$ cat config.mk
export PLATFORM = sky130hd
export DESIGN_NAME = dtc_timer_pair
export DESIGN_NICKNAME = d
export VERILOG_FILES = /design/src/core/dtc_pkg.sv /design/src/core/dtc_fall_detect.sv /design/src/core/dtc_timer_pair.sv
export SDC_FILE = /design/constraint.sdc
export NUM_CORES = 1
export LEC_CHECK = 0
export ABC_AREA = 1
export BUFFER_PORTS_ARGS = -buffer_cell sky130_fd_sc_hd__buf_2
export CORE_MARGIN = 5
export CORE_UTILIZATION = 55
export CTS_BUF_LIST = sky130_fd_sc_hd__clkbuf_4
export DETAILED_ROUTE_END_ITERATION = 7
export PLACE_DENSITY_LB_ADDON = 0.1
export REMOVE_ABC_BUFFERS = 1
export SLEW_MARGIN = 40
export SYNTH_ARGS = -nofsm -noshare
export SYNTH_HDL_FRONTEND = slang
export SYNTH_SLANG_ARGS = --single-unit
export TNS_END_PERCENT = 30
$ cat constraint.sdc
create_clock -name clk_i -period 2.62 [get_ports clk_i]
set_input_delay 0 -clock clk_i [delete_from_list [all_inputs] [get_ports clk_i]]
set_output_delay 0 -clock clk_i [all_outputs]
set_load 0.1 [all_outputs]
$ cat src/core/dtc_pkg.sv
// Shared constants, types and register layout of the dual timer/counter pair.
package dtc_pkg;

  ////////////////////////////////////////////////////////////////////////////////
  // Register byte offsets on the Wishbone slave, one aligned word each.
  localparam logic [7:0] DTC_CTL_OFS = 8'h80; // Run bits and overflow flags.
  localparam logic [7:0] DTC_MODE_OFS = 8'h84; // Counter selects and mode codes.
  localparam logic [7:0] DTC_CLKDIV_OFS = 8'h8C; // Frequency selects.
  localparam logic [7:0] DTC_ALO_OFS = 8'h90; // Timer A low byte.
  localparam logic [7:0] DTC_AHI_OFS = 8'h94; // Timer A high byte.
  localparam logic [7:0] DTC_BLO_OFS = 8'h98; // Timer B low byte.
  localparam logic [7:0] DTC_BHI_OFS = 8'h9C; // Timer B high byte.
  localparam logic [7:0] DTC_IE_OFS = 8'hA8; // Interrupt enable register.
  localparam logic [7:0] DTC_IP_OFS = 8'hB8; // Interrupt priority register.

  ////////////////////////////////////////////////////////////////////////////////
  // Field positions.
  localparam int DTC_CTL_B_FLAG = 7; // Timer B overflow flag.
  localparam int DTC_CTL_B_RUN = 6; // Timer B run bit.
  localparam int DTC_CTL_A_FLAG = 5; // Timer A overflow flag.
  localparam int DTC_CTL_A_RUN = 4; // Timer A run bit.
  localparam int DTC_MODE_B_CS = 6; // Timer B counter select.
  localparam int DTC_MODE_B_LSB = 4; // Timer B mode code, two bits.
  localparam int DTC_MODE_A_CS = 2; // Timer A counter select.
  localparam int DTC_MODE_A_LSB = 0; // Timer A mode code, two bits.
  localparam int DTC_CLKDIV_A_FS = 0; // Timer A frequency select.
  localparam int DTC_CLKDIV_B_FS = 1; // Timer B frequency select.
  localparam int DTC_IE_GLOBAL = 7; // Global interrupt enable.
  localparam int DTC_IE_B = 3; // Timer B interrupt enable.
  localparam int DTC_IE_A = 1; // Timer A interrupt enable.
  localparam int DTC_IP_B = 3; // Timer B priority.
  localparam int DTC_IP_A = 1; // Timer A priority.

  ////////////////////////////////////////////////////////////////////////////////
  // Reset values and writable masks.
  localparam logic [7:0] DTC_REG_RST = 8'h00; // Every register clears at reset.
  localparam logic [7:0] DTC_MODE_MASK = 8'h77; // Bits 7 and 3 are reserved.
  localparam logic [7:0] DTC_IP_MASK = 8'h7F; // Bit 7 is reserved.
  localparam logic [1:0] DTC_CLKDIV_RST = 2'h0; // Both timers start at the slow rate.

  ////////////////////////////////////////////////////////////////////////////////
  // Timing: the slow timer rate is the system clock divided by this count.
  localparam logic [3:0] DTC_PRESCALE_DIV = 4'hC;
  localparam logic [3:0] DTC_PRESCALE_LAST = DTC_PRESCALE_DIV - 4'h1;

  ////////////////////////////////////////////////////////////////////////////////
  // Types.
  typedef enum logic [1:0] {
    DTC_MODE_13 = 2'b00,
    DTC_MODE_16 = 2'b01,
    DTC_MODE_RELOAD = 2'b10,
    DTC_MODE_SPLIT = 2'b11
  } dtc_mode_e;

  // One timer's count, high byte and low byte.
  typedef struct packed {
    logic [7:0] hi;
    logic [7:0] lo;
  } dtc_cnt_s;

  // Result of one counting step.
  typedef struct packed {
    dtc_cnt_s cnt;
    logic ovf;
  } dtc_step_s;

endpackage : dtc_pkg

$ cat src/core/dtc_fall_detect.sv
// Count-pin synchroniser and falling-edge detector.
`timescale 1ns/1ps
module dtc_fall_detect
  import dtc_pkg::*;
(
  // Clock and reset.
  input wire logic clk_i,
  input wire logic rst_i,
  // Asynchronous pin and detected edge.
  input wire logic pin_i,
  output logic fall_o
);

  logic sync1_r; // First stage, read only by the second stage.
  logic sync2_r; // Second stage, safe to use.
  logic last_r; // Previous synchronised level.
  logic fall_r; // One-cycle pulse per falling edge.

  ////////////////////////////////////////////////////////////////////////////////
  // Two-stage synchroniser. Resetting high avoids a false edge when an idle-high
  // pin is first seen after reset.
  always_ff @(posedge clk_i) begin
    if (rst_i) begin
      sync1_r <= 1'b1;
      sync2_r <= 1'b1;
    end else begin
      sync1_r <= pin_i;
      sync2_r <= sync1_r;
    end
  end

  // Edge detector works only on the second stage, so one edge gives one pulse.
  always_ff @(posedge clk_i) begin
    if (rst_i) begin
      last_r <= 1'b1;
      fall_r <= 1'b0;
    end else begin
      last_r <= sync2_r;
      fall_r <= last_r & ~sync2_r;
    end
  end

  assign fall_o = fall_r;

  // A pulse never lasts more than one cycle.
  chk_fall_single: assert property (@(posedge clk_i) disable iff (rst_i)
    fall_o |=> !fall_o) else $error("count pulse longer than one cycle");

endmodule : dtc_fall_detect

$ cat src/core/dtc_timer_pair.sv
// Dual timer/counter pair with a classic Wishbone register slave.
// Functional notes
// Frequency select picks divide-by-twelve or undivided clock.
// Enable bits 3 and 1 gate timer interrupts.
// Priority bits 3 and 1 give high priority.
// Timer A mode 0 is thirteen bits.
// Timer A thirteen-bit overflow sets its flag.
// Timer A pin falling edge adds one.
// Timer A counts divided clock when select clear.
// Timer A run resumes count without clearing.
// Timer A mode 1 is full sixteen bits.
// Timer A mode 2 reloads low from high.
// Timer A split low byte uses timer A controls.
// Split high byte uses timer B run, flag.
// Split mode stops timer B's own counter.
// Timer B has only three counting modes.
// Timer B mode 0 is thirteen bits.
// Timer B thirteen-bit overflow sets its flag.
// Timer B counts pin edges or divided clock.
// Timer B run resumes count without clearing.
// Timer B mode 1 is full sixteen bits.
// Timer B mode 2 reloads low from high.
// Two mode bits choose timer A mode.
// Mode register field layout as packaged.
// Timer B mode code 3 halts it.
// Flags set on overflow, cleared on vectoring.
// Pins synchronised, one increment per falling edge.
//
// The Wishbone register port was left to the implementer.
`timescale 1ns/1ps
module dtc_timer_pair
  import dtc_pkg::*;
(
  // Clock and reset.
  input wire logic clk_i,
  input wire logic rst_i,
  // Wishbone classic slave.
  input wire logic wb_cyc_i,
  input wire logic wb_stb_i,
  input wire logic wb_we_i,
  input wire logic [7:0] wb_adr_i,
  input wire logic [3:0] wb_sel_i,
  input wire logic [31:0] wb_dat_i,
  output logic [31:0] wb_dat_o,
  output logic wb_ack_o,
  // External count pins.
  input wire logic timer_a_count_pin_i,
  input wire logic timer_b_count_pin_i,
  // Processor vectoring acknowledges, one-cycle pulses.
  input wire logic timer_a_irq_ack_i,
  input wire logic timer_b_irq_ack_i,
  // Interrupt requests and their priority levels.
  output logic timer_a_irq_o,
  output logic timer_b_irq_o,
  output logic timer_a_irq_priority_o,
  output logic timer_b_irq_priority_o
);

  ////////////////////////////////////////////////////////////////////////////////
  // Declarations.
  logic ack_r; // Bus acknowledge, one cycle per access.
  logic [31:0] dat_r; // Captured read data.
  logic [7:0] rd_byte; // Read mux output.
  logic req; // A bus request is present.
  logic wr_go; // A write commits at this edge.
  logic wr_ctl, wr_mode, wr_clkdiv, wr_ie, wr_ip;
  logic wr_alo, wr_ahi, wr_blo, wr_bhi;
  logic [7:0] wdat; // Low byte lane of the write data.
  logic [7:0] mode_r; // Timer mode register.
  logic [1:0] clkdiv_r; // Frequency selects.
  logic [7:0] ie_r; // Interrupt enable register.
  logic [7:0] ip_r; // Interrupt priority register.
  logic run_a_r, run_b_r; // Run bits.
  logic flag_a_r, flag_b_r; // Overflow flags.
  logic [3:0] presc_r; // Divide-by-twelve counter.
  logic tick12; // One cycle in twelve.
  dtc_cnt_s cnt_a_r, cnt_b_r; // Count registers.
  dtc_cnt_s cnt_a_nxt, cnt_b_nxt;
  dtc_step_s step_a, step_b;
  dtc_mode_e mode_a, mode_b;
  logic cs_a, cs_b; // Counter selects.
  logic src_a, src_b; // Timer-mode rate ticks.
  logic fall_a, fall_b; // Synchronised pin falling edges.
  logic split; // Timer A is in split mode.
  logic inc_a, inc_ah, inc_b; // Counting strobes.
  logic ovf_a, ovf_ah, ovf_b; // Overflow events.

  ////////////////////////////////////////////////////////////////////////////////
  // One counting step for every mode. In 13-bit mode the upper three low-byte
  // bits are left alone: they read back whatever was last written there.
  function automatic dtc_step_s step_cnt(input dtc_mode_e m, input dtc_cnt_s c);
    dtc_step_s s;
    s.cnt = c;
    s.ovf = 1'b0;
    unique case (m)
      DTC_MODE_13: begin
        {s.ovf, s.cnt.hi, s.cnt.lo[4:0]} = {1'b0, c.hi, c.lo[4:0]} + 14'h0001;
      end
      DTC_MODE_16: begin
        {s.ovf, s.cnt.hi, s.cnt.lo} = {1'b0, c.hi, c.lo} + 17'h0_0001;
      end
      DTC_MODE_RELOAD: begin
        // Reload from the high byte, which itself never changes here.
        if (c.lo == 8'hFF) begin
          s.cnt.lo = c.hi;
          s.ovf = 1'b1;
        end else begin
          s.cnt.lo = c.lo + 8'h01;
        end
      end
      DTC_MODE_SPLIT: begin
        // Only the low byte counts; the high byte is a separate timer.
        {s.ovf, s.cnt.lo} = {1'b0, c.lo} + 9'h001;
      end
    endcase
    return s;
  endfunction : step_cnt

  ////////////////////////////////////////////////////////////////////////////////
  // Wishbone decode. A write commits on the edge where ack is high, which is
  // exactly the edge at which a classic master samples the acknowledge.
  assign req = wb_cyc_i & wb_stb_i;
  assign wr_go = req & wb_we_i & ack_r & wb_sel_i[0];
  assign wdat = wb_dat_i[7:0];
  assign wr_ctl = wr_go & (wb_adr_i[7:2] == DTC_CTL_OFS[7:2]);
  assign wr_mode = wr_go & (wb_adr_i[7:2] == DTC_MODE_OFS[7:2]);
  assign wr_clkdiv = wr_go & (wb_adr_i[7:2] == DTC_CLKDIV_OFS[7:2]);
  assign wr_ie = wr_go & (wb_adr_i[7:2] == DTC_IE_OFS[7:2]);
  assign wr_ip = wr_go & (wb_adr_i[7:2] == DTC_IP_OFS[7:2]);
  assign wr_alo = wr_go & (wb_adr_i[7:2] == DTC_ALO_OFS[7:2]);
  assign wr_ahi = wr_go & (wb_adr_i[7:2] == DTC_AHI_OFS[7:2]);
  assign wr_blo = wr_go & (wb_adr_i[7:2] == DTC_BLO_OFS[7:2]);
  assign wr_bhi = wr_go & (wb_adr_i[7:2] == DTC_BHI_OFS[7:2]);

  // Read mux; reserved bits and unmapped words read as zero.
  always_comb begin
    rd_byte = 8'h00;
    unique case (wb_adr_i[7:2])
      DTC_CTL_OFS[7:2]: rd_byte = {flag_b_r, run_b_r, flag_a_r, run_a_r, 4'h0};
      DTC_MODE_OFS[7:2]: rd_byte = mode_r;
      DTC_CLKDIV_OFS[7:2]: rd_byte = {6'h00, clkdiv_r};
      DTC_ALO_OFS[7:2]: rd_byte = cnt_a_r.lo;
      DTC_AHI_OFS[7:2]: rd_byte = cnt_a_r.hi;
      DTC_BLO_OFS[7:2]: rd_byte = cnt_b_r.lo;
      DTC_BHI_OFS[7:2]: rd_byte = cnt_b_r.hi;
      DTC_IE_OFS[7:2]: rd_byte = ie_r;
      DTC_IP_OFS[7:2]: rd_byte = ip_r;
      default: rd_byte = 8'h00;
    endcase
  end

  // Acknowledge one cycle after the request and capture read data with it.
  // Unmapped addresses are acknowledged too, so a master never hangs.
  always_ff @(posedge clk_i) begin
    if (rst_i) begin
      ack_r <= 1'b0;
      dat_r <= 32'h0000_0000;
    end else begin
      ack_r <= req & ~ack_r;
      if (req & ~ack_r) begin
        dat_r <= {24'h00_0000, rd_byte};
      end
    end
  end

  assign wb_ack_o = ack_r;
  assign wb_dat_o = dat_r;

  ////////////////////////////////////////////////////////////////////////////////
  // Configuration registers.
  always_ff @(posedge clk_i) begin
    if (rst_i) begin
      mode_r <= DTC_REG_RST;
      clkdiv_r <= DTC_CLKDIV_RST;
      ie_r <= DTC_REG_RST;
      ip_r <= DTC_REG_RST;
      run_a_r <= 1'b0;
      run_b_r <= 1'b0;
    end else begin
      if (wr_mode) begin
        mode_r <= wdat & DTC_MODE_MASK;
      end
      if (wr_clkdiv) begin
        clkdiv_r <= {wdat[DTC_CLKDIV_B_FS], wdat[DTC_CLKDIV_A_FS]};
      end
      if (wr_ie) begin
        ie_r <= wdat;
      end
      if (wr_ip) begin
        ip_r <= wdat & DTC_IP_MASK;
      end
      // Run bits only gate counting; they never touch the count itself.
      if (wr_ctl) begin
        run_a_r <= wdat[DTC_CTL_A_RUN];
        run_b_r <= wdat[DTC_CTL_B_RUN];
      end
    end
  end

  // Field decode of the mode register.
  assign mode_a = dtc_mode_e'(mode_r[DTC_MODE_A_LSB +: 2]);
  assign mode_b = dtc_mode_e'(mode_r[DTC_MODE_B_LSB +: 2]);
  assign cs_a = mode_r[DTC_MODE_A_CS];
  assign cs_b = mode_r[DTC_MODE_B_CS];
  assign split = (mode_a == DTC_MODE_SPLIT);

  ////////////////////////////////////////////////////////////////////////////////
  // Shared divide-by-twelve prescaler; it runs free so both timers see the
  // same slow rate phase.
  always_ff @(posedge clk_i) begin
    if (rst_i) begin
      presc_r <= 4'h0;
    end else if (presc_r == DTC_PRESCALE_LAST) begin
      presc_r <= 4'h0;
    end else begin
      presc_r <= presc_r + 4'h1;
    end
  end

  assign tick12 = (presc_r == DTC_PRESCALE_LAST);
  assign src_a = clkdiv_r[0] ? 1'b1 : tick12;
  assign src_b = clkdiv_r[1] ? 1'b1 : tick12;

  ////////////////////////////////////////////////////////////////////////////////
  // Count pins.
  dtc_fall_detect u_fall_a (
    .clk_i(clk_i),
    .rst_i(rst_i),
    .pin_i(timer_a_count_pin_i),
    .fall_o(fall_a)
  );

  dtc_fall_detect u_fall_b (
    .clk_i(clk_i),
    .rst_i(rst_i),
    .pin_i(timer_b_count_pin_i),
    .fall_o(fall_b)
  );

  ////////////////////////////////////////////////////////////////////////////////
  // Counting strobes. The split high byte is timer only, at timer A's rate.
  assign inc_a = run_a_r & (cs_a ? fall_a : src_a);
  assign inc_ah = split & run_b_r & src_a;
  // Timer B stands still in split mode and with its own code 3.
  assign inc_b = run_b_r & ~split & (mode_b != DTC_MODE_SPLIT)
    & (cs_b ? fall_b : src_b);

  // Next counts. A bus write to a byte wins over counting in that cycle.
  always_comb begin
    step_a = step_cnt(mode_a, cnt_a_r);
    step_b = step_cnt(mode_b, cnt_b_r);
    cnt_a_nxt = cnt_a_r;
    cnt_b_nxt = cnt_b_r;
    if (inc_a) begin
      cnt_a_nxt = step_a.cnt;
    end
    if (inc_ah) begin
      cnt_a_nxt.hi = cnt_a_r.hi + 8'h01;
    end
    if (inc_b) begin
      cnt_b_nxt = step_b.cnt;
    end
    if (wr_alo) begin
      cnt_a_nxt.lo = wdat;
    end
    if (wr_ahi) begin
      cnt_a_nxt.hi = wdat;
    end
    if (wr_blo) begin
      cnt_b_nxt.lo = wdat;
    end
    if (wr_bhi) begin
      cnt_b_nxt.hi = wdat;
    end
  end

  assign ovf_a = inc_a & step_a.ovf;
  assign ovf_ah = inc_ah & (cnt_a_r.hi == 8'hFF);
  assign ovf_b = inc_b & step_b.ovf;

  // Count registers.
  always_ff @(posedge clk_i) begin
    if (rst_i) begin
      cnt_a_r <= '0;
      cnt_b_r <= '0;
    end else begin
      cnt_a_r <= cnt_a_nxt;
      cnt_b_r <= cnt_b_nxt;
    end
  end

  ////////////////////////////////////////////////////////////////////////////////
  // Overflow flags. An overflow in the same cycle as a vectoring clear or a
  // software write still leaves the flag set, so no event is lost.
  always_ff @(posedge clk_i) begin
    if (rst_i) begin
      flag_a_r <= 1'b0;
      flag_b_r <= 1'b0;
    end else begin
      if (ovf_a) begin
        flag_a_r <= 1'b1;
      end else if (wr_ctl) begin
        flag_a_r <= wdat[DTC_CTL_A_FLAG];
      end else if (timer_a_irq_ack_i) begin
        flag_a_r <= 1'b0;
      end
      if (ovf_b | ovf_ah) begin
        flag_b_r <= 1'b1;
      end else if (wr_ctl) begin
        flag_b_r <= wdat[DTC_CTL_B_FLAG];
      end else if (timer_b_irq_ack_i) begin
        flag_b_r <= 1'b0;
      end
    end
  end

  ////////////////////////////////////////////////////////////////////////////////
  // Interrupt requests, gated by per-timer and global enables.
  assign timer_a_irq_o = flag_a_r & ie_r[DTC_IE_A] & ie_r[DTC_IE_GLOBAL];
  assign timer_b_irq_o = flag_b_r & ie_r[DTC_IE_B] & ie_r[DTC_IE_GLOBAL];
  assign timer_a_irq_priority_o = ip_r[DTC_IP_A];
  assign timer_b_irq_priority_o = ip_r[DTC_IP_B];

  ////////////////////////////////////////////////////////////////////////////////
  // Checks.
  chk_presc_spacing: assert property (@(posedge clk_i) disable iff (rst_i)
    tick12 |=> !tick12 [*8] ##1 !tick12 [*3] ##1 tick12)
    else $error("prescaler period not twelve");

  chk_fast_count: assert property (@(posedge clk_i) disable iff (rst_i)
    (run_a_r && !cs_a && clkdiv_r[0] && mode_a == DTC_MODE_16 && !wr_go)
    |=> ({cnt_a_r.hi, cnt_a_r.lo} == $past({cnt_a_r.hi, cnt_a_r.lo}) + 16'h0001))
    else $error("timer A fast rate not counting every cycle");

  chk_ovf_flag_a: assert property (@(posedge clk_i) disable iff (rst_i)
    (inc_a && mode_a == DTC_MODE_13 && cnt_a_r.hi == 8'hFF && cnt_a_r.lo[4:0] == 5'h1F)
    && !wr_go |=> flag_a_r && cnt_a_r.hi == 8'h00)
    else $error("timer A 13-bit overflow missed");

  chk_irq_gate: assert property (@(posedge clk_i) disable iff (rst_i)
    (ovf_b && !wr_go) |=> (timer_b_irq_o == (ie_r[DTC_IE_B] && ie_r[DTC_IE_GLOBAL])))
    else $error("timer B request not gated by enables");

  chk_prio_write: assert property (@(posedge clk_i) disable iff (rst_i)
    wr_ip |=> (timer_a_irq_priority_o == $past(wdat[DTC_IP_A])))
    else $error("timer A priority not taken from write");

  chk_reload_a: assert property (@(posedge clk_i) disable iff (rst_i)
    (inc_a && mode_a == DTC_MODE_RELOAD && cnt_a_r.lo == 8'hFF && !wr_go)
    |=> (cnt_a_r.lo == $past(cnt_a_r.hi)) && $stable(cnt_a_r.hi) && flag_a_r)
    else $error("timer A reload wrong");

  chk_split_hold: assert property (@(posedge clk_i) disable iff (rst_i)
    (split || mode_b == DTC_MODE_SPLIT) && !wr_go |=> $stable(cnt_b_r))
    else $error("timer B counted while halted");

  chk_run_hold: assert property (@(posedge clk_i) disable iff (rst_i)
    // The split high byte runs on timer B's run bit, so it is left out here.
    (!run_a_r && !(split && run_b_r) && !wr_go) |=> $stable(cnt_a_r))
    else $error("timer A counted while stopped");

  chk_split_high: assert property (@(posedge clk_i) disable iff (rst_i)
    (inc_ah && cnt_a_r.hi == 8'hFF) |=> flag_b_r) else $error("split high overflow lost");

  chk_ack_clear: assert property (@(posedge clk_i) disable iff (rst_i)
    (timer_a_irq_ack_i && !ovf_a && !wr_ctl) |=> !flag_a_r)
    else $error("vectoring did not clear timer A flag");

endmodule : dtc_timer_pair

==> metrics.md <==
| Metric | Value |
|---|---|
| Status | complete, no violations |
| Worst hold start | wb_dat_i[7] |
| Synth async-reset ratio | 0% |
| Initial DRT Pass Iterations | 8 |
| Post-cts gate resize count | 0 |
| Largest net degree at the start of global routing | 42 |
| Synth top area cells | dfxtp_1 (31%), nand2_1 (11%), inv_1 (7.8%), nand3_1 (6.8%), a21oi_1 (6.7%) |
| Synth Instances | ~780 |
| PwrDens | 397.8 nW/µm² |
| Max-cap viol count | 0 |
| Core Rows | 35 |
| Final WL | 15240 µm |
| I/O pins | 90 |
| Routability cong. | 0.9750 |
| Die footprint | approximately 11000 µm² |
| Avg Synthesized Cell Area | 6.668 µm² |
| Slew @ Worst Pin | 0.6279 ns |
| Post-route ant nets | 0 |
| CTS tree | done |
| Final instance area | around 5600 µm² |
| Register cell area after layout | ~1600 µm² |
| Max_slew headroom | 57.98% |
| Setup violators final | 0 |
| DPL Wire Length | 11370 µm |
| DR iter-0 viols | 405 |
| Setup Skew | 0.01971 ns |
| Vias in the first global route | 4872 |
| Nature of the critical path endpoint | flip-flop |
| VDD IR max | just under 0.3 mV |
| FF+latch count, synth | 80 |
| Hold Path Class | in2reg |
| Fillers | roughly 930 |
| CP delay by family, top | simple AND/OR/NAND/NOR gates |
| Worst Setup Start Kind | flip-flop |
| First-pass GRT wire length | 24480 µm |
| FF-to-FF Start | presc_r[0]$_SDFF_PP0_ |
| Worst Hold Depth | 3 |
| Crit-path most repeated cell | nand2_1 |
| Number of stages on the worst setup path | 10 |
| Tot GR Track Use | 27.08% |
| Final Net Count | 880 |
| Largest area contributor in the netlist | dfxtp_1 |
| Setup TNS | 0 ns |
| Area of the multi-input gates | 2935 µm² |
| Top sig layer | met4 |
| Clock sinks | 80 |
| Crit-path max cell delay | 0.41 ns |
| Tcrit/Tclk final | 83.39% |
| Top FF cell, synth | dfxtp_1 |
| Post-synthesis sequential area ratio | a little under a third |
| Synth Cell Area | 5167 µm² |
| Diodes inserted | 0 |
| Max-slew violation count | 0 |
| Port bufs | 36 |
| Clk slew on worst S/H paths | approximately 0.15 ns |
| RSZ-0062 raised after global routing | false |
| Place WS | roughly 0.5 ns |
| H-tree levels | 3 |
| Final setup margin | 0.4353 ns |
| TritonCTS Buffers | 9 |
| Setup Crit Path Kind | reg2reg |
| Synth top area share | 30.99% |
| CP max-delay cell | nand2_1 |
| Area Overhead vs Synth | 7.433% |
| Starting density of the core | 56.19% |
| Die H | 106.9 µm |
| Fraction of layout cells with a size suffix above 1 | 12.50% |
| Cell Chain, Critical Path | ha_1 -> nand3_1 -> nand2_1 -> nand2_1 -> nand3_1 -> nand2_1 -> inv_1 -> nand2_1 -> nand3_1 -> a21oi_1 |
| Critical path startpoint | presc_r[0]$_SDFF_PP0_ |
| Number of flops mapped to enable cells by yosys | 0 |
| Post-CTS Setup Bufs | 0 |
| Core outline area | 9196 µm² |
| Final Critical Period | 2.185 ns |
| Initial antenna violation count | 0 |
| CP max FO | 15 |
| Met2 routed WL | 6916 µm |
| Worst EP arrival | 2.56 ns |
| R2R depth | 10 |
| Max Root-Sink Buffers | 2 |
| Synth Warn # | 0 |
| Placed Area | 5320 µm² |
| Clk_lat worst skew | 0.43 ns |
| Post-Route M1 WL | 6533 µm |
| Die outline width | around 110 µm |
| Root Buffer | clkbuf_4 |
| Overflow after GRT | 0 |
| Via density | 5.639 |
| Hold Fails Final Rpt | 0 |
| Fmax achieved | 457.7 MHz |
| Leakage | between 2 and 2.5 nW |
| Avg WL per Cell | 16.30 µm |
| Synth cell types | 46 |
| Worst EP required | 2.99 ns |
| CP bufs+invs | 1 |
| Vias after detailed routing | approximately 5300 |
| Residual DRC | 0 |
| Wire length on met3 | 1297 µm |
-- Yosys cell counts, types with 2 or more instances --
master	number
a21oi_1	69
inv_2	7
nand4_2	3
nand2_1	153
o22ai_1	22
ha_1	8
nor2_1	56
o21ai_0	46
o221ai_1	5
nor2_4	5
buf_2	4
inv_1	108
buf_6	3
o211ai_1	6
nand3_4	2
nor2_2	6
clkbuf_1	7
dfxtp_1	80
nor3_4	2
xor2_1	12
nand2_2	2
nand3_1	70
o21ai_2	4
nor3_1	8
o21ai_1	7
buf_4	26
a31oi_1	5
nor2_8	2
or2_2	10
nand4_1	18
nand2_4	2
nand3b_1	2
nor4_1	2
-- stage by stage --
step / total power, mW / cells / hold slack (ns) / utilization [%]
2_1_floorplan: 1.461 / 758 / 0.06907 / -
3_3_place_gp: 1.526 / 908 / 0.1832 / 57.85
3_5_place_dp: 1.530 / 908 / 0.1875 / 57.85
4_1_cts: 2.225 / 935 / 0.04845 / 60.37
5_1_grt: 2.289 / 935 / 0.06038 / 60.37
6_report: 2.208 / 935 / 0.03865 / 60.37
-- cell type report --
type	count	share of cell area (%)
timing repair buffer	50	5.634
sequential	80	28.85
clock inverter	7	0.9691
multi-input combinational	561	52.87
tap	111	2.502
clock buffer	9	1.217
inverter	117	7.956
-- state kept, by name, summed over array words and instances, names as in the netlist, 2 cells and up --
register / flops
clkdiv_r: 2
cnt_a_r: 16
cnt_b_r: 16
ie_r: 8
ip_r: 7
mode_r: 6
presc_r: 4
wb_dat_o: 8
-- worst reg2reg max path, cell delays in order, from the launching register on --
cell and delay, ns:
dfxtp_1 0.35, ha_1 0.22, nand3_1 0.18, nand2_1 0.17, nand2_1 0.41, nand3_1 0.34
nand2_1 0.16, inv_1 0.06, nand2_1 0.05, nand3_1 0.08, a21oi_1 0.13
-- cell families after synthesis --
group	Yosys count	synth area share [%]
compound gates	170	18.43
xor+xnor	13	2.203
fa+ha+maj	8	1.937
buf+inv	157	13.87
flops	80	30.99
other cells	1	0.07257
simple gates	346	32.49
-- path summary, 6_finish.rpt --
check / to / slack (ns)
min reg2reg: u_fall_a.fall_o$_SDFF_PP0_ / 0.40
max reg2reg: cnt_a_r[14]$_SDFFE_PP0P_ / 0.44
min: ie_r[7]$_SDFFE_PP0P_ / 0.04
max: cnt_a_r[14]$_SDFFE_PP0P_ / 0.44
-- timing repair --
action,4_1_cts,5_1_grt
hold buffers,11,0
endpoints found under the hold margin,12,0
setup endpoints to repair,0,0
-- layer usage --
| layer | track usage (%) | up-vias |
|---|---|---|
| li1 | - | 2615 |
| met1 | 37.07 | 2388 |
| met2 | 43.08 | 234 |
| met3 | 4.696 | 35 |
| met4 | 9.315 | 0 |
| met5 | 0 | - |
-- report_power, final --
group,total (mW),internal [mW],leakage [nW],switching (mW)
registers,1.23,1.23,0.646,0.00352
clock network,0.691,0.202,0.0606,0.490
logic,0.288,0.0416,1.69,0.246
total,2.21,1.47,2.39,0.739
-- placed cells by master, fill, tap and decap left out, types with 4 or more instances in the layout --
| master | n |
|---|---|
| nand2_1 | 153 |
| o221ai_1 | 5 |
| clkbuf_4 | 9 |
| nor3_1 | 8 |
| o22ai_1 | 22 |
| ha_1 | 8 |
| nand4_1 | 18 |
| dlygate4sd3_1 | 11 |
| xor2_1 | 12 |
| o211ai_1 | 6 |
| nor2_1 | 56 |
| buf_2 | 36 |
| nor2_2 | 6 |
| nor2_4 | 5 |
| dfxtp_1 | 80 |
| or2_2 | 10 |
| conb_1 | 24 |
| o21ai_2 | 4 |
| inv_2 | 7 |
| a21oi_1 | 69 |
| o21ai_1 | 7 |
| o21ai_0 | 46 |
| inv_1 | 108 |
| a31oi_1 | 5 |
| nand3_1 | 70 |
No activity file was read; power rests on OpenSTA's default activity.
